--- config.mk ---
export PLATFORM = sky130hd
export DESIGN_NAME = bps_ctrl
export DESIGN_NICKNAME = d
export VERILOG_FILES = /design/src/hdl/bps_pkg.sv /design/src/hdl/bps_button.sv /design/src/hdl/bps_ctrl.sv
export VERILOG_INCLUDE_DIRS = /design/src /design/src/hdl
export SDC_FILE = /design/constraint.sdc
export NUM_CORES = 1
export LEC_CHECK = 0
export BUFFER_PORTS_ARGS = -buffer_cell sky130_fd_sc_hd__clkbuf_2
export CAP_MARGIN = 20
export CORE_ASPECT_RATIO = 1.1
export CORE_MARGIN = 2
export CORE_UTILIZATION = 63
export CTS_CLUSTER_DIAMETER = 100
export CTS_CLUSTER_SIZE = 10
export DETAILED_ROUTE_END_ITERATION = 8
export PLACE_DENSITY = 0.8
export SLEW_MARGIN = 20
export SYNTH_ARGS = -nofsm -noshare
export SYNTH_HDL_FRONTEND = slang
export SYNTH_SLANG_ARGS = --single-unit
--- constraint.sdc ---
create_clock -name clk_sys -period 4.18 [get_ports clk_sys]
set_clock_uncertainty 0.05 [all_clocks]
set_input_delay 1.254 -clock clk_sys [delete_from_list [all_inputs] [get_ports clk_sys]]
set_output_delay 1.254 -clock clk_sys [all_outputs]
set_load 0.005 [all_outputs]
--- src/hdl/bps_cfg.svh ---
// timing constants for the button power state controller
`ifndef BPS_CFG_SVH
`define BPS_CFG_SVH
`define BPS_CLK_HZ        250000000
`define BPS_SEARCH_MIN    15
`define BPS_PAUSE_MIN     15
`define BPS_HOLD_SEC      5
`define BPS_DEBOUNCE_US   10
`define BPS_BLINK_MS      250
`define BPS_PULSE_MS      100
`define BPS_SEC_CYC       (`BPS_CLK_HZ)
`define BPS_US_CYC        (`BPS_CLK_HZ / 1000000)
`define BPS_MS_CYC        (`BPS_CLK_HZ / 1000)
`define BPS_TICK_CYC      (`BPS_MS_CYC)
`define BPS_DEBOUNCE_CYC  (`BPS_DEBOUNCE_US * `BPS_US_CYC)
`define BPS_SEARCH_MS     (`BPS_SEARCH_MIN * 60 * 1000)
`define BPS_PAUSE_MS      (`BPS_PAUSE_MIN * 60 * 1000)
`define BPS_HOLD_MS       (`BPS_HOLD_SEC * 1000)
`endif

--- src/hdl/bps_pkg.sv ---
// types shared by the button power state controller
`default_nettype none
package bps_pkg;
    // operational states
    typedef enum logic [2:0] {
        BPS_OFF      = 3'h0,
        BPS_SEARCH   = 3'h1,
        BPS_ENABLED  = 3'h2,
        BPS_SWEEPING = 3'h3,
        BPS_PAUSED   = 3'h4,
        BPS_RESET    = 3'h5
    } bps_state_e;
endpackage
`default_nettype wire

--- src/hdl/bps_button.sv ---
// button synchroniser, debouncer and short/long press classifier
`include "bps_cfg.svh"
`default_nettype none
module bps_button #(
    parameter int DEBOUNCE_CYC = `BPS_DEBOUNCE_CYC,
    parameter int HOLD_MS      = `BPS_HOLD_MS
) (
    input  wire logic clk_sys,
    input  wire logic resetn,
    input  wire logic tick_ms,     // one-cycle pulse per millisecond
    input  wire logic button_pin,  // raw button, high when pressed
    output logic      short_press, // pulse at release of a short press
    output logic      long_hold    // pulse once when hold passes the limit
);
    // ************************************************************
    // synchroniser and debounce
    // ************************************************************
    logic        sync1;            // first stage, read only by sync2
    logic        sync2;
    logic        stable;           // debounced level
    logic [31:0] db_cnt;
    logic [31:0] hold_ms;          // ms the button has been held
    logic        long_done;        // long hold already reported
    logic        next_stable;
    logic [31:0] next_db_cnt;
    logic [31:0] next_hold_ms;
    logic        next_long_done;
    logic        next_short;
    logic        next_long;

    // next values for debounce and press timing
    always_comb begin
        next_stable    = stable;
        next_db_cnt    = 32'h0;
        next_hold_ms   = hold_ms;
        next_long_done = long_done;
        next_short     = 1'b0;
        next_long      = 1'b0;
        if (sync2 != stable) begin
            // level must stay changed for the whole debounce window
            next_db_cnt = db_cnt + 32'h1;
            if (db_cnt >= 32'(DEBOUNCE_CYC - 1)) begin
                next_stable = sync2;
                next_db_cnt = 32'h0;
            end
        end
        if (stable) begin
            if (tick_ms && !long_done) begin
                next_hold_ms = hold_ms + 32'h1;
            end
            // past the hold limit: report long hold once
            if (hold_ms >= 32'(HOLD_MS) && !long_done) begin
                next_long      = 1'b1;
                next_long_done = 1'b1;
            end
        end
        if (stable && !next_stable) begin
            // act on a short press only at release, under the limit
            next_short     = !long_done && !next_long;
            next_hold_ms   = 32'h0;
            next_long_done = 1'b0;
        end
    end

    // registers
    always_ff @(posedge clk_sys or negedge resetn) begin
        if (!resetn) begin
            sync1       <= 1'b0;
            sync2       <= 1'b0;
            stable      <= 1'b0;
            db_cnt      <= 32'h0;
            hold_ms     <= 32'h0;
            long_done   <= 1'b0;
            short_press <= 1'b0;
            long_hold   <= 1'b0;
        end else begin
            sync1       <= button_pin;
            sync2       <= sync1;
            stable      <= next_stable;
            db_cnt      <= next_db_cnt;
            hold_ms     <= next_hold_ms;
            long_done   <= next_long_done;
            short_press <= next_short;
            long_hold   <= next_long;
        end
    end

    // ************************************************************
    // checks
    // ************************************************************
    short_excl_a: assert property (@(posedge clk_sys) disable iff (!resetn)
        !(short_press && long_hold))
        else $error("short press and long hold together");
    short_release_a: assert property (@(posedge clk_sys) disable iff (!resetn)
        short_press |-> $past(stable) && !stable)
        else $error("short press not at release");
endmodule
`default_nettype wire

--- src/hdl/bps_ctrl.sv ---
// operational state controller with button, link, sweep and LED handling
`include "bps_cfg.svh"
`default_nettype none
// Overview of operation
// - press from off starts network search, LED blinks
// - search without network 15 minutes powers off
// - link loss while enabled, sweeping or paused restarts search, LED blinks
// - network formed enters sweep enabled, LED on
// - trigger takes one sweep, LED pulses briefly
// - short press while searching, enabled or sweeping pauses, LED off
// - paused over 15 minutes powers off
// - hold over 5 seconds forces reset, then search
// - low battery disables new measurement starts
module bps_ctrl #(
    parameter int SEARCH_MS   = `BPS_SEARCH_MS,
    parameter int PAUSE_MS    = `BPS_PAUSE_MS,
    parameter int HOLD_MS     = `BPS_HOLD_MS,
    parameter int TICK_CYC    = `BPS_TICK_CYC,
    parameter int DEBOUNCE_CYC = `BPS_DEBOUNCE_CYC,
    parameter int BLINK_MS    = `BPS_BLINK_MS,
    parameter int PULSE_MS    = `BPS_PULSE_MS
) (
    input  wire logic               clk_sys,
    input  wire logic               resetn,
    input  wire logic               button_pin,   // raw push button, high pressed
    input  wire logic               link_up,      // network formed (async)
    input  wire logic               battery_low,  // battery near end (async)
    input  wire logic               sweep_trig,   // trigger pulse from link logic
    input  wire logic               sweep_done,   // measurement finished pulse
    output logic                    power_on,     // keeps unit powered
    output logic                    radio_search, // radio told to seek network
    output logic                    sweep_start,  // one-cycle measurement start
    output logic                    meas_disabled, // low battery disabled flag
    output logic                    led,          // button LED
    output bps_pkg::bps_state_e     state         // current operational state
);
    import bps_pkg::*;

    // ************************************************************
    // millisecond tick divider
    // ************************************************************
    logic [31:0] div_cnt;
    logic        tick_ms;          // one-cycle enable per ms
    logic [31:0] next_div_cnt;
    logic        next_tick_ms;

    // next divider values
    always_comb begin
        next_tick_ms = 1'b0;
        next_div_cnt = div_cnt + 32'h1;
        if (div_cnt >= 32'(TICK_CYC - 1)) begin
            next_div_cnt = 32'h0;
            next_tick_ms = 1'b1;
        end
    end

    // divider registers
    always_ff @(posedge clk_sys or negedge resetn) begin
        if (!resetn) begin
            div_cnt <= 32'h0;
            tick_ms <= 1'b0;
        end else begin
            div_cnt <= next_div_cnt;
            tick_ms <= next_tick_ms;
        end
    end

    // ************************************************************
    // input synchronisers and button
    // ************************************************************
    logic link_s1;                 // first stages, read only by second
    logic link_s2;
    logic link_s3;                 // delayed copy for the loss edge
    logic link_lost;               // link level fell this cycle
    logic batt_s1;
    logic batt_s2;
    logic short_press;
    logic long_hold;

    // two-flop synchronisers for pin levels
    always_ff @(posedge clk_sys or negedge resetn) begin
        if (!resetn) begin
            link_s1 <= 1'b0;
            link_s2 <= 1'b0;
            link_s3 <= 1'b0;
            batt_s1 <= 1'b0;
            batt_s2 <= 1'b0;
        end else begin
            link_s1 <= link_up;
            link_s2 <= link_s1;
            link_s3 <= link_s2;
            batt_s1 <= battery_low;
            batt_s2 <= batt_s1;
        end
    end

    // falling edge of the synchronised link level
    assign link_lost = link_s3 && !link_s2;

    // debounced press classifier
    bps_button #(
        .DEBOUNCE_CYC (DEBOUNCE_CYC),
        .HOLD_MS      (HOLD_MS)
    ) u_button (
        .clk_sys     (clk_sys),
        .resetn      (resetn),
        .tick_ms     (tick_ms),
        .button_pin  (button_pin),
        .short_press (short_press),
        .long_hold   (long_hold)
    );

    // ************************************************************
    // state machine and timers
    // ************************************************************
    bps_state_e  next_state;
    logic [31:0] idle_ms;          // ms spent in the current state, used in search and pause
    logic [31:0] next_idle_ms;
    logic [31:0] led_ms;           // blink phase / pulse timer
    logic [31:0] next_led_ms;
    logic        next_sweep_start;
    logic        next_led;

    // next state
    always_comb begin
        next_state       = state;
        next_idle_ms     = idle_ms;
        next_sweep_start = 1'b0;
        if (tick_ms) begin
            next_idle_ms = idle_ms + 32'h1;
        end
        unique case (state)
            BPS_OFF: begin
                if (short_press) begin
                    next_state = BPS_SEARCH;
                end
            end
            BPS_SEARCH: begin
                if (link_s2) begin
                    next_state = BPS_ENABLED;
                end else if (idle_ms >= 32'(SEARCH_MS)) begin
                    next_state = BPS_OFF;
                end else if (short_press) begin
                    next_state = BPS_PAUSED;
                end
            end
            BPS_ENABLED: begin
                if (short_press) begin
                    next_state = BPS_PAUSED;
                end else if (sweep_trig && !batt_s2) begin
                    next_state       = BPS_SWEEPING;
                    next_sweep_start = 1'b1;
                end
            end
            BPS_SWEEPING: begin
                if (sweep_done) begin
                    next_state = BPS_ENABLED;
                end else if (short_press) begin
                    next_state = BPS_PAUSED;
                end
            end
            BPS_PAUSED: begin
                if (idle_ms >= 32'(PAUSE_MS)) begin
                    next_state = BPS_OFF;
                end else if (short_press) begin
                    next_state = link_s2 ? BPS_ENABLED : BPS_SEARCH;
                end
            end
            BPS_RESET: begin
                next_state = BPS_SEARCH;
            end
            default: begin
                next_state = BPS_OFF;
            end
        endcase
        // link loss restarts search; a pause entered without link stays paused
        if ((!link_s2 && state inside {BPS_ENABLED, BPS_SWEEPING})
                || (link_lost && state == BPS_PAUSED)) begin
            next_state = BPS_SEARCH;
        end
        if (long_hold) begin
            next_state       = BPS_RESET;
            next_sweep_start = 1'b0;
        end
        if (next_state != state) begin
            next_idle_ms = 32'h0;
        end
    end

    // next LED and timers
    always_comb begin
        next_led_ms = led_ms;
        if (tick_ms) begin
            next_led_ms = led_ms + 32'h1;
        end
        if (next_sweep_start || next_state != state) begin
            next_led_ms = 32'h0;
        end
        unique case (next_state)
            BPS_SEARCH, BPS_RESET: begin
                // wrap after a full period so on and off phases are equal
                if (next_led_ms >= 32'(2 * BLINK_MS)) begin
                    next_led_ms = 32'h0;
                end
                next_led = (next_led_ms < 32'(BLINK_MS));
            end
            BPS_ENABLED: next_led = 1'b1;
            BPS_SWEEPING: next_led = (next_led_ms >= 32'(PULSE_MS));
            default: next_led = 1'b0;
        endcase
    end

    // state registers
    always_ff @(posedge clk_sys or negedge resetn) begin
        if (!resetn) begin
            state         <= BPS_OFF;
            idle_ms       <= 32'h0;
            led_ms        <= 32'h0;
            sweep_start   <= 1'b0;
            led           <= 1'b0;
            power_on      <= 1'b0;
            radio_search  <= 1'b0;
            meas_disabled <= 1'b0;
        end else begin
            state         <= next_state;
            idle_ms       <= next_idle_ms;
            led_ms        <= next_led_ms;
            sweep_start   <= next_sweep_start;
            led           <= next_led;
            power_on      <= (next_state != BPS_OFF);
            radio_search  <= (next_state == BPS_SEARCH);
            meas_disabled <= batt_s2;
        end
    end

    // ************************************************************
    // checks
    // ************************************************************
    start_only_enabled_a: assert property (@(posedge clk_sys) disable iff (!resetn)
        sweep_start |-> $past(state) == BPS_ENABLED && state == BPS_SWEEPING)
        else $error("sweep started outside sweep enabled");
    no_sweep_lowbat_a: assert property (@(posedge clk_sys) disable iff (!resetn)
        sweep_start |-> !$past(batt_s2))
        else $error("sweep started on low battery");
    off_to_search_a: assert property (@(posedge clk_sys) disable iff (!resetn)
        (state == BPS_OFF && short_press && !long_hold) |=> state == BPS_SEARCH)
        else $error("press from off did not start search");
    link_loss_a: assert property (@(posedge clk_sys) disable iff (!resetn)
        (state == BPS_ENABLED && !link_s2 && !long_hold) |=> state == BPS_SEARCH)
        else $error("link loss did not restart search");
    enabled_led_a: assert property (@(posedge clk_sys) disable iff (!resetn)
        (state == BPS_ENABLED) |-> led)
        else $error("led not lit in sweep enabled");
    paused_led_a: assert property (@(posedge clk_sys) disable iff (!resetn)
        (state == BPS_PAUSED || state == BPS_OFF) |-> !led)
        else $error("led lit while paused or off");
    hold_reset_a: assert property (@(posedge clk_sys) disable iff (!resetn)
        long_hold |=> state == BPS_RESET ##1 state == BPS_SEARCH)
        else $error("long hold did not reset into search");
    search_timeout_a: assert property (@(posedge clk_sys) disable iff (!resetn)
        (state == BPS_SEARCH && idle_ms >= 32'(SEARCH_MS) && !link_s2 && !long_hold)
        |=> state == BPS_OFF)
        else $error("search timeout did not power off");
    pause_timeout_a: assert property (@(posedge clk_sys) disable iff (!resetn)
        (state == BPS_PAUSED && idle_ms >= 32'(PAUSE_MS) && !link_lost && !long_hold)
        |=> state == BPS_OFF)
        else $error("pause timeout did not power off");
    sweep_pulse_a: assert property (@(posedge clk_sys) disable iff (!resetn)
        sweep_start |-> !led)
        else $error("led not pulsed at sweep start");

    sweep_c: cover property (@(posedge clk_sys) disable iff (!resetn) sweep_start);
    pause_c: cover property (@(posedge clk_sys) disable iff (!resetn) state == BPS_PAUSED);
    reset_c: cover property (@(posedge clk_sys) disable iff (!resetn) state == BPS_RESET);
    timeout_c: cover property (@(posedge clk_sys) disable iff (!resetn)
        state == BPS_SEARCH ##1 state == BPS_OFF);
endmodule
`default_nettype wire

==> Word-level counts from Yosys, hierarchy flattened <==
Cells that the tools add are included.
Widths: inputs -> output; s select.
{ "word_totals": {"regBits": 180, "latchBits": 0, "mem_bits_rw": 0, "rom_bits": 0, "in_bits": 7, "wordCells": 111, "memories": 0} }
{ "classes": {"n_addsub": 5, "mul": 0, "n_div": 0, "magnitude_cmp": 7, "eq_ne": 11, "shift": 0, "n_mux": 40, "bitwise": 0, "reduce_logical": 25} }
{ "ops": {"columns": ["op", "n"], "rows": [
  ["$mux 32", 13],
  ["$add 32x1->32 const B", 5],
  ["$mux 3", 11],
  ["$ge 32x12->1 const B", 1],
  ["$ge 32x13->1 const B", 1],
  ["$ge 32x18->1 const B", 1],
  ["$ge 32x20->1 const B", 1],
  ["$ge 32x7->1 const B", 1],
  ["$ge 32x9->1 const B", 1],
  ["$lt 32x8->1 const B", 1],
  ["$pmux 3 s6", 1],
  ["$mux 1", 13],
  ["$eq 3x2->1 const B", 4],
  ["$reduce_bool 2->1", 5],
  ["$eq 3x3->1 const B", 3],
  ["$logic_and 1x1->1", 8],
  ["$eq 3x1->1 const B", 2],
  ["$logic_not 1->1", 5],
  ["$reduce_and 2->1", 2],
  ["$logic_not 3->1", 1],
  ["$ne 3x3->1", 1],
  ["$pmux 1 s3", 1],
  ["$reduce_bool 3->1", 1],
  ["$logic_or 1x1->1", 2],
  ["3 further kinds", 3]
]} }

==> Longest topological paths before layout <==
Gate-level depths: netlist (run 1).
{ "depth": {"depth_word": 15, "depth_mapped": 11} }

==> Modules after synthesis <==
Synthesis (run 1) repeated with hierarchy kept, for this count alone.
{ "unflattened": {"hier_cells": 908, "hier_area_um2": 8807.2} }
{ "modules_own_cells": {"columns": ["mod", "instances", "cells_per_inst", "area_per_inst_um2", "seq_area_each_um2"], "rows": [
  ["bps_ctrl", 1, 604, 5636.7, 2752.6],
  ["bps_button", 1, 304, 3170.5, 1751.7]
]} }

==> Worst setup path after synthesis (run 1) <==
OpenSTA, ideal clock, no wires.
{ "synth_timing": {"kind": "input -> register", "from": "input sweep_trig", "to": "register led_ms[13]", "setup_time_ps": 86, "t_arrival_ps": 2888, "path_slack_ps": 1156, "cell_stages": 10, "cell_sequence": "nand2b_1 -> mux2_2 -> o22ai_1 -> nor3_1 -> o41ai_2 -> xor2_1 -> or3_1 -> buf_2 -> buf_2 -> nor3_1"} }
{ "synth_via": {"elab_chain_cells": 13} }
{ "synth_lines": {"columns": ["element", "line_no", "text"], "rows": [
  ["from (decl)", "bps_ctrl.sv:28", "input wire logic sweep_trig,"],
  ["$logic_and 1x1->1 *", "bps_ctrl.sv:150", "end else if (sweep_trig && !batt_s2) begin"],
  ["$mux 3 *", "bps_ctrl.sv:150", null],
  ["$mux 3 *", "bps_ctrl.sv:148", "if (short_press) begin"],
  ["$pmux 3 s6 *", "bps_ctrl.sv:132", "unique case (state)"],
  ["$mux 3 *", "bps_ctrl.sv:177", "if ((!link_s2 && state inside {BPS_ENABLED, BPS_SWEEPING})"],
  ["$mux 3 *", "bps_ctrl.sv:181", "if (long_hold) begin"],
  ["via next_state[0]", "bps_ctrl.sv:116", "bps_state_e next_state;"],
  ["$ne 3x3->1", "bps_ctrl.sv:196", "if (next_sweep_start || next_state != state) begin"],
  ["$logic_or 1x1->1", "bps_ctrl.sv:196", null],
  ["$mux 32", "bps_ctrl.sv:196", null],
  ["$ge 32x9->1", "bps_ctrl.sv:202", "if (next_led_ms >= 32'(2 * BLINK_MS)) begin"],
  ["$mux 32", "bps_ctrl.sv:202", null],
  ["$mux 32", "bps_ctrl.sv:199", "unique case (next_state)"],
  ["$mux 32 *", "bps_ctrl.sv:199", null],
  ["via next_led_ms[13]", "bps_ctrl.sv:120", "logic [31:0] next_led_ms;"],
  ["to (signal assigned)", "bps_ctrl.sv:227", "led_ms <= next_led_ms;"],
  ["to (decl)", "bps_ctrl.sv:119", "logic [31:0] led_ms;"]
]} }
The timed path passes the listed nets; every way through them passes the cells marked *. The select of a mux whose other input is x is not followed.
A chain may end at the register's enable or synchronous reset.

==> Worst setup path in the final report (run 1) <==
{ "layout_timing": {"from": "register idle_ms[29]", "to": "register led_ms[13]"} }
{ "layout_via": {"elab_chain_cells": 13} }
{ "layout_lines": {"columns": ["element", "line_no", "text"], "rows": [
  ["from (decl)", "bps_ctrl.sv:117", "logic [31:0] idle_ms;"],
  ["from (signal assigned)", "bps_ctrl.sv:226", "idle_ms <= next_idle_ms;"],
  ["$ge 32x20->1 *", "bps_ctrl.sv:141, bps_ctrl.sv:163", null],
  ["$mux 3", "bps_ctrl.sv:141", "end else if (idle_ms >= 32'(SEARCH_MS)) begin"],
  ["$mux 3", "bps_ctrl.sv:139", "if (link_s2) begin"],
  ["$pmux 3 s6 *", "bps_ctrl.sv:132", null],
  ["$mux 3 *", "bps_ctrl.sv:177", null],
  ["$mux 3 *", "bps_ctrl.sv:181", null],
  ["via next_state[0]", "bps_ctrl.sv:116", null],
  ["$ne 3x3->1", "bps_ctrl.sv:196", null],
  ["$logic_or 1x1->1", "bps_ctrl.sv:196", null],
  ["$mux 32", "bps_ctrl.sv:196", null],
  ["$ge 32x9->1", "bps_ctrl.sv:202", null],
  ["$mux 32", "bps_ctrl.sv:202", null],
  ["$mux 32", "bps_ctrl.sv:199", null],
  ["$mux 32 *", "bps_ctrl.sv:199", null],
  ["via next_led_ms[13]", "bps_ctrl.sv:120", null]
]} }
Marked as above.

==> impl_metrics.py, run 1 <==
metrics = {
    "outcome": {
        "outcome": "finished clean",
    },
    "placement": {
        "finalWeightedCongestion": 0.837,
        "place_hpwl_um": 11400,
        "place_inst": 1098,
        "dp_worst_setup_slack_ps": 631,
        "io_buffers": 14,
    },
    "clock_network": {
        "cts_tree": "built",
        "cts-resized-gates": 0,
        "cts-buffers-inserted": 17,
        "clkLatencyLatePin_ps": 440,
        "clock_tree.root_cell": "sky130_fd_sc_hd__clkbuf_16",
        "clkSinkCount": 180,
        "holdBufCountCts": 0,
        "h-tree-depth": 4,
        "cts.reportedPaths.clkPinSlew_ps": 70,
        "max-clock-path-buffers": 2,
        "cts_setup_buffers": 0,
    },
    "grt": {
        "grt_start_max_net_pins": 87,
        "groute.usage.overall": 0.249,
        "grt_overflow": 0,
        "number_of_antenna_violations_at_the_first_check_in_global_routing": 0,
        "grt_first_pass_wirelength_um": 29400,
        "grt_pass1_vias": 6424,
    },
    "worst_setup_path": {
        "ff2ff_path_depth": 8,
        "critPathRequiredTime_ps": 4460,
        "r2r_setup_slack_ps": 670,
        "crit_path_start_kind": "register",
        "crit-reg2reg-launch": "idle_ms[29]$_DFFE_PN0P_",
        "critical_path_arrival_ps": 3800,
        "worstPathMaxFanout": 63,
        "crit-reg2reg-capture": "led_ms[13]$_DFF_PN0_",
        "endpoint_kind": "register",
        "timing_worst_setup_path_type": "reg -> reg",
    },
    "synth": {
        "post_syn_area_um2": 8810,
        "synth_top_family_by_area": "simple AND/OR/NAND/NOR gates",
        "synth_top_flop_cell": "sky130_fd_sc_hd__dfrtp_1",
        "postSynthRegisterBits": 180,
        "synth-seq-area-share": 0.511,
        "area_fraction_of_the_dominant_cell_type_after_synthesis": 0.511,
        "synth_top_cell_by_area": "sky130_fd_sc_hd__dfrtp_1",
        "post_synth_mux_area_share": 0.00824,
        "ys_async_sr_fraction": 1.00,
        "synth.lib_cells_used.distinct": 64,
        "ys.warnings.count": 0,
        "synth_compound_gate_area_share": 0.0599,
        "synthCells": 880,
        "synth-xor-area-share": 0.113,
        "synth_adder_area_share": 0.00994,
        "netlist_top_cells_area": "sky130_fd_sc_hd__dfrtp_1 (51%), sky130_fd_sc_hd__xor2_1 (6.3%), sky130_fd_sc_hd__nor2_1 (5.8%), sky130_fd_sc_hd__xnor2_1 (5.1%), sky130_fd_sc_hd__nand3_1 (3.4%)",
        "yosys.area_share.simple": 0.271,
        "number_of_synthesized_flops_with_an_enable_pin": 0,
        "syn_avg_cell_area_um2": 10.0,
    },
    "hold_path": {
        "hold_path_endpoint": "u_button.sync2$_DFF_PN0_",
        "hold_start": "u_button.sync1$_DFF_PN0_",
        "hold_class": "reg -> reg",
        "hold_depth": 0,
    },
    "timing": {
        "finalHoldViolCount": 0,
        "setup_ws_ps": 670,
        "holdWs_ps": 301,
        "finalSetupTns_ps": 0,
        "timing.slew.headroom": 0.456,
        "timing_max_transition_violations_final": 0,
        "finalSetupViolations": 0,
        "unrepaired_setup_endpoints_after_global_routing": "no",
        "worst_pin_slew_ps": 816,
        "layout_worst_path_cycle_share": 0.840,
        "timing.fmax_ghz": 0.285,
        "final.min_clock_period_ps": 3510,
    },
    "floorplanning": {
        "core.rowCount": 45,
        "die_height_um": 128,
        "design.core.area_um2": 13700,
        "dieArea_um2": 14900,
        "io_pins": 15,
        "chipWidth_um": 117,
        "start_util": 0.641,
    },
    "final_layout": {
        "nFillCells": 1055,
        "layout_common_cells": "sky130_fd_sc_hd__dfrtp_1 (180), sky130_fd_sc_hd__nor2_1 (137), sky130_fd_sc_hd__xor2_1 (63)",
        "final_common_cell": "sky130_fd_sc_hd__dfrtp_1",
        "antenna-diode-count": 0,
        "sequential_cell_area_um2": 4500,
        "share_of_cells_above_drive_strength_1": 0.109,
        "flow.area_growth_from_synthesis_pct": 11.3,
        "layout.cells.non_filler": 1130,
        "area_occupied_by_multi_input_gates_um2": 4220,
        "final_nets": 943,
    },
    "routing": {
        "drtIter0Drc": 600,
        "postRouteAntennaNets": 0,
        "routed_wirelength_um": 16800,
        "routed-via-count": 6444,
        "avgRoutedWirePerCell_um": 14.9,
        "length_of_the_first_detailed_routing_pass_in_iterations": 4,
        "drc_errors": 0,
        "vias_per_cell": 5.70,
    },
    "pwr": {
        "total_power_mw": 4.07,
        "p_leak_nw": 4.16,
        "max-vdd-ir-drop_uv": 294,
        "powerDensity_nw_per_um2": 415,
    },
    "flow_run": {
        "drv.max_cap_violation_count": 0,
    },
}
synth_stat cells, drive strengths merged, types with 2 or more instances:
cell type / n
nor3: 52
a41oi: 4
and4: 12
inv: 20
or3: 10
o211ai: 2
dfrtp: 180
and2: 11
nand4: 24
o41ai: 2
a221oi: 2
xnor2: 51
or4: 4
o22ai: 2
o21ai: 19
nand2b: 7
mux2: 2
nor2: 137
or2: 2
nor2b: 6
mux2i: 5
nand3: 61
a21o: 2
ha: 7
a31oi: 4
nand2: 56
clkbuf: 14
nor3b: 7
o31ai: 2
nand3b: 3
and3: 19
o2111ai: 4
nor4: 29
xor2: 63
a211oi: 2
a21oi: 24
buf: 15
routing by layer:
| layer | part of all wire | routed length [um] | track usage |
|---|---|---|---|
| met3 | 0.030 | 498 | 0.0468 |
| met4 | 0.035 | 592 | 0.116 |
| met2 | 0.50 | 8380 | 0.405 |
| met1 | 0.44 | 7340 | 0.324 |
| met5 | 0 | 0 | 0 |
final cells by class:
class	instances	share of cell area
Sequential cell	180	0.459
Multi-Input combinational cell	684	0.430
Clock buffer	17	0.0434
Tap cell	188	0.0240
Timing Repair Buffer	26	0.0182
Clock inverter	15	0.0172
Inverter	20	0.00766
state kept, by name, indices dropped and copies added (netlist names), 3 cells and up:
name	cells
u_button.hold_ms	32
u_button.db_cnt	32
idle_ms	32
state	3
led_ms	32
div_cnt	32
kinds of logic after synthesis:
family,Yosys count
multiplexers,7
buffers and inverters,49
other,1
XOR/XNOR,114
flip-flops,180
AO/OA/AOI/OAI,80
AND/OR/NAND/NOR,442
adder cells (fa/ha/maj),7
metrics by stage:
| stage | util | instance area, um2 |
|---|---|---|
| finish | 0.714 | 9810 |
| global route | 0.714 | 9810 |
| CTS | 0.714 | 9810 |
| detailed placement | 0.670 | 9210 |
| global placement | 0.670 | 9210 |
| floorplan | - | 8930 |
where the power goes:
group,internal [mW],switching (mW),total [mW]
registers,1.81,0.0802,1.89
clock network,0.803,0.750,1.55
logic,0.164,0.465,0.629
worst max path at each step:
stage | startpoint | end
after floorplan | sweep_trig | led_ms[13]$_DFF_PN0_
after global placement | sweep_trig | led_ms[8]$_DFF_PN0_
after detailed placement | sweep_trig | led_ms[19]$_DFF_PN0_
after CTS | led_ms[1]$_DFF_PN0_ | led_ms[8]$_DFF_PN0_
after global routing | idle_ms[29]$_DFFE_PN0P_ | led_ms[8]$_DFF_PN0_
final | idle_ms[29]$_DFFE_PN0P_ | led_ms[13]$_DFF_PN0_
worst max-delay path: stages, from the launching register on:
cell	delay [ps]
sky130_fd_sc_hd__dfrtp_1	420
sky130_fd_sc_hd__or4_1	520
sky130_fd_sc_hd__nor3_1	170
sky130_fd_sc_hd__nand3_1	200
sky130_fd_sc_hd__o41ai_2	710
sky130_fd_sc_hd__xor2_1	180
sky130_fd_sc_hd__or3_2	450
sky130_fd_sc_hd__buf_4	390
sky130_fd_sc_hd__nor3_1	310
Power figures use the tool's default switching activity.
==> run 2: changes to the inputs <==
--- a/config.mk
+++ b/config.mk
@@ -6,15 +6,16 @@
 export SDC_FILE = /design/constraint.sdc
 export NUM_CORES = 1
 export LEC_CHECK = 0
+export ABC_AREA = 1
 export BUFFER_PORTS_ARGS = -buffer_cell sky130_fd_sc_hd__clkbuf_2
 export CAP_MARGIN = 20
 export CORE_ASPECT_RATIO = 1.1
 export CORE_MARGIN = 2
-export CORE_UTILIZATION = 63
+export CORE_UTILIZATION = 57
 export CTS_CLUSTER_DIAMETER = 100
 export CTS_CLUSTER_SIZE = 10
 export DETAILED_ROUTE_END_ITERATION = 8
-export PLACE_DENSITY = 0.8
+export PLACE_DENSITY = 0.76
 export SLEW_MARGIN = 20
 export SYNTH_ARGS = -nofsm -noshare
 export SYNTH_HDL_FRONTEND = slang
==> constraint.sdc (replaced) <==
create_clock -name clk_sys -period 3.05 [get_ports clk_sys]
set_clock_uncertainty 0.05 [all_clocks]
set_input_delay 0.915 -clock clk_sys [delete_from_list [all_inputs] [get_ports clk_sys]]
set_output_delay 0.915 -clock clk_sys [all_outputs]
set_load 0.005 [all_outputs]
==> impl_metrics.py, run 2 <==
metrics = {
    "floorplanning": {
        "core.rowCount": 48,
        "chipWidth_um": 124,
        "io_pins": 15,
        "start_util": 0.581,
        "die_height_um": 136,
        "design.core.area_um2": 15600,
        "dieArea_um2": 17000,
    },
    "synth": {
        "post_synth_mux_area_share": 0,
        "synth_adder_area_share": 0.00965,
        "synth_commonest_cells": "sky130_fd_sc_hd__nand2_1 (221), sky130_fd_sc_hd__dfrtp_1 (180), sky130_fd_sc_hd__inv_1 (156)",
        "ys.warnings.count": 0,
        "number_of_synthesized_flops_with_an_enable_pin": 0,
        "synth-seq-area-share": 0.496,
        "yosys.area_share.simple": 0.300,
        "synth_top_family_by_area": "simple AND/OR/NAND/NOR gates",
        "postSynthRegisterBits": 180,
        "yosysMostFrequentCell": "sky130_fd_sc_hd__nand2_1",
        "synth.lib_cells_used.distinct": 44,
        "ys_async_sr_fraction": 1.00,
        "area_fraction_of_the_dominant_cell_type_after_synthesis": 0.496,
        "netlist_top_cells_area": "sky130_fd_sc_hd__dfrtp_1 (50%), sky130_fd_sc_hd__nand2_1 (9.1%), sky130_fd_sc_hd__inv_1 (6.5%), sky130_fd_sc_hd__nor2_1 (6.4%), sky130_fd_sc_hd__nand3_1 (3.7%)",
        "synth-xor-area-share": 0.0405,
        "synth_top_cell_by_area": "sky130_fd_sc_hd__dfrtp_1",
        "synth_top_flop_cell": "sky130_fd_sc_hd__dfrtp_1",
        "synthCells": 1127,
        "post_syn_area_um2": 9080,
        "syn_avg_cell_area_um2": 8.05,
        "synth_compound_gate_area_share": 0.0750,
    },
    "timing": {
        "timing.fmax_ghz": 0.368,
        "finalHoldViolCount": 0,
        "worst_pin_slew_ps": 597,
        "holdWs_ps": 305,
        "setup_ws_ps": 330,
        "timing_max_transition_violations_final": 0,
        "timing.slew.headroom": 0.601,
        "unrepaired_setup_endpoints_after_global_routing": "no",
        "finalSetupTns_ps": 0,
        "finalSetupViolations": 0,
        "final.min_clock_period_ps": 2720,
        "layout_worst_path_cycle_share": 0.892,
    },
    "clock_network": {
        "clock_tree.root_cell": "sky130_fd_sc_hd__clkbuf_16",
        "cts_tree": "built",
        "clkSinkCount": 180,
        "max-clock-path-buffers": 2,
        "h-tree-depth": 4,
        "cts-buffers-inserted": 17,
        "cts.reportedPaths.clkPinSlew_ps": 70,
        "clkLatencyLatePin_ps": 430,
        "cts-resized-gates": 0,
        "holdBufCountCts": 0,
        "cts_setup_buffers": 0,
    },
    "worst_setup_path": {
        "endpoint_kind": "register",
        "timing.critical_path.slowest_stage_cell": "sky130_fd_sc_hd__dfrtp_1",
        "worstPathMaxFanout": 15,
        "critical_path_arrival_ps": 2980,
        "critical_path.n_buffers_inverters": 1,
        "crit_path_max_incr_delay_ps": 500,
        "r2r_setup_slack_ps": 330,
        "crit_path_start_kind": "register",
        "critPathRequiredTime_ps": 3310,
        "timing_worst_setup_path_type": "reg -> reg",
        "path_cells": "nor2_1 -> nand2_1 -> o22ai_1 -> nor2_1 -> nand3_2 -> nand2_1 -> nand2_1 -> nand3_2 -> nor2_4 -> buf_4 -> o41ai_1 -> nand2_1 -> nor2_2 -> nand2_4 -> a21oi_1",
        "worst_path_dominant_cell_family": "simple AND/OR/NAND/NOR gates",
        "cpMostUsedCell": "sky130_fd_sc_hd__nand2_1",
    },
    "final_layout": {
        "final_nets": 1205,
        "final_common_cell": "sky130_fd_sc_hd__nand2_1",
        "antenna-diode-count": 0,
        "share_of_cells_above_drive_strength_1": 0.0889,
        "layout_common_cells": "sky130_fd_sc_hd__nand2_1 (221), sky130_fd_sc_hd__dfrtp_1 (180), sky130_fd_sc_hd__inv_1 (156)",
        "flow.area_growth_from_synthesis_pct": 11.3,
    },
    "routing": {
        "postRouteAntennaNets": 0,
        "routed_wirelength_um": 18400,
        "routed-via-count": 7414,
        "length_of_the_first_detailed_routing_pass_in_iterations": 7,
        "avgRoutedWirePerCell_um": 13.1,
        "drtIter0Drc": 448,
        "vias_per_cell": 5.28,
        "drc_errors": 0,
    },
    "grt": {
        "grt_first_pass_wirelength_um": 31300,
        "grt_overflow": 0,
        "groute.usage.overall": 0.226,
        "grt_pass1_vias": 7011,
        "number_of_antenna_violations_at_the_first_check_in_global_routing": 0,
        "grt_start_max_net_pins": 57,
    },
    "pwr": {
        "powerDensity_nw_per_um2": 572,
        "p_leak_nw": 4.70,
        "max-vdd-ir-drop_uv": 406,
        "total_power_mw": 5.77,
    },
    "placement": {
        "io_buffers": 14,
        "place_hpwl_um": 13400,
        "dp_worst_setup_slack_ps": 219,
        "finalWeightedCongestion": 0.966,
    },
    "outcome": {
        "outcome": "finished clean",
    },
    "flow_run": {
        "drv.max_cap_violation_count": 0,
    },
    "hold_path": {
        "hold_class": "reg -> reg",
    },
}
==> run 2: stage by stage <==
step,instances,utilization,cell area [um2]
after global routing,1404,0.647,10100
final,1404,0.647,10100
after global placement,1372,0.613,9570
after detailed placement,1372,0.613,9570
after CTS,1404,0.647,10100
after floorplan,1160,-,9200
==> run 2: report_power, final <==
group / internal (mW) / switching [mW]
clock: 1.06 / 0.917
sequential: 2.49 / 0.0906
combinational: 0.361 / 0.856
total: 3.91 / 1.86
==> run 2: worst paths after layout <==
kind | endpoint | cells after the start | from
worst max-delay path | led_ms[4]$_DFF_PN0_ | 15 | state[1]$_DFF_PN0_
worst min-delay path | link_s2$_DFF_PN0_ | 0 | link_s1$_DFF_PN0_
worst min register to register | link_s2$_DFF_PN0_ | 0 | link_s1$_DFF_PN0_
worst max register to register | led_ms[4]$_DFF_PN0_ | 15 | state[1]$_DFF_PN0_
max in group asynchronous | u_button.hold_ms[8]$_DFFE_PN0P_ | 2 | resetn
min in group asynchronous | idle_ms[31]$_DFFE_PN0P_ | 1 | resetn
==> run 2: per-layer routing <==
layer  part of all wire  global-route usage  up-vias  wire length, um
met4              0.015              0.0774        0              282
met3              0.035              0.0366       24              637
met5                  0                   0        -                0
li1                   -                   -     3737                -
met1               0.46               0.294     3515             8460
met2               0.49               0.389      138             8970
==> run 2: cells by family after synthesis <==
group / after synthesis
AO/OA/AOI/OAI: 118
XOR/XNOR: 42
adder cells (fa/ha/maj): 7
buffers and inverters: 181
flip-flops: 180
other: 1
AND/OR/NAND/NOR: 598
==> run 2: area by class of cell <==
type | count | area [um2]
Multi-Input combinational cell | 799 | 3990
Fill cell | 1305 | 5520
Sequential cell | 180 | 4500
Timing Repair Buffer | 30 | 211
Clock inverter | 12 | 82.6
Clock buffer | 20 | 447
Inverter | 163 | 612
Tap cell | 200 | 250
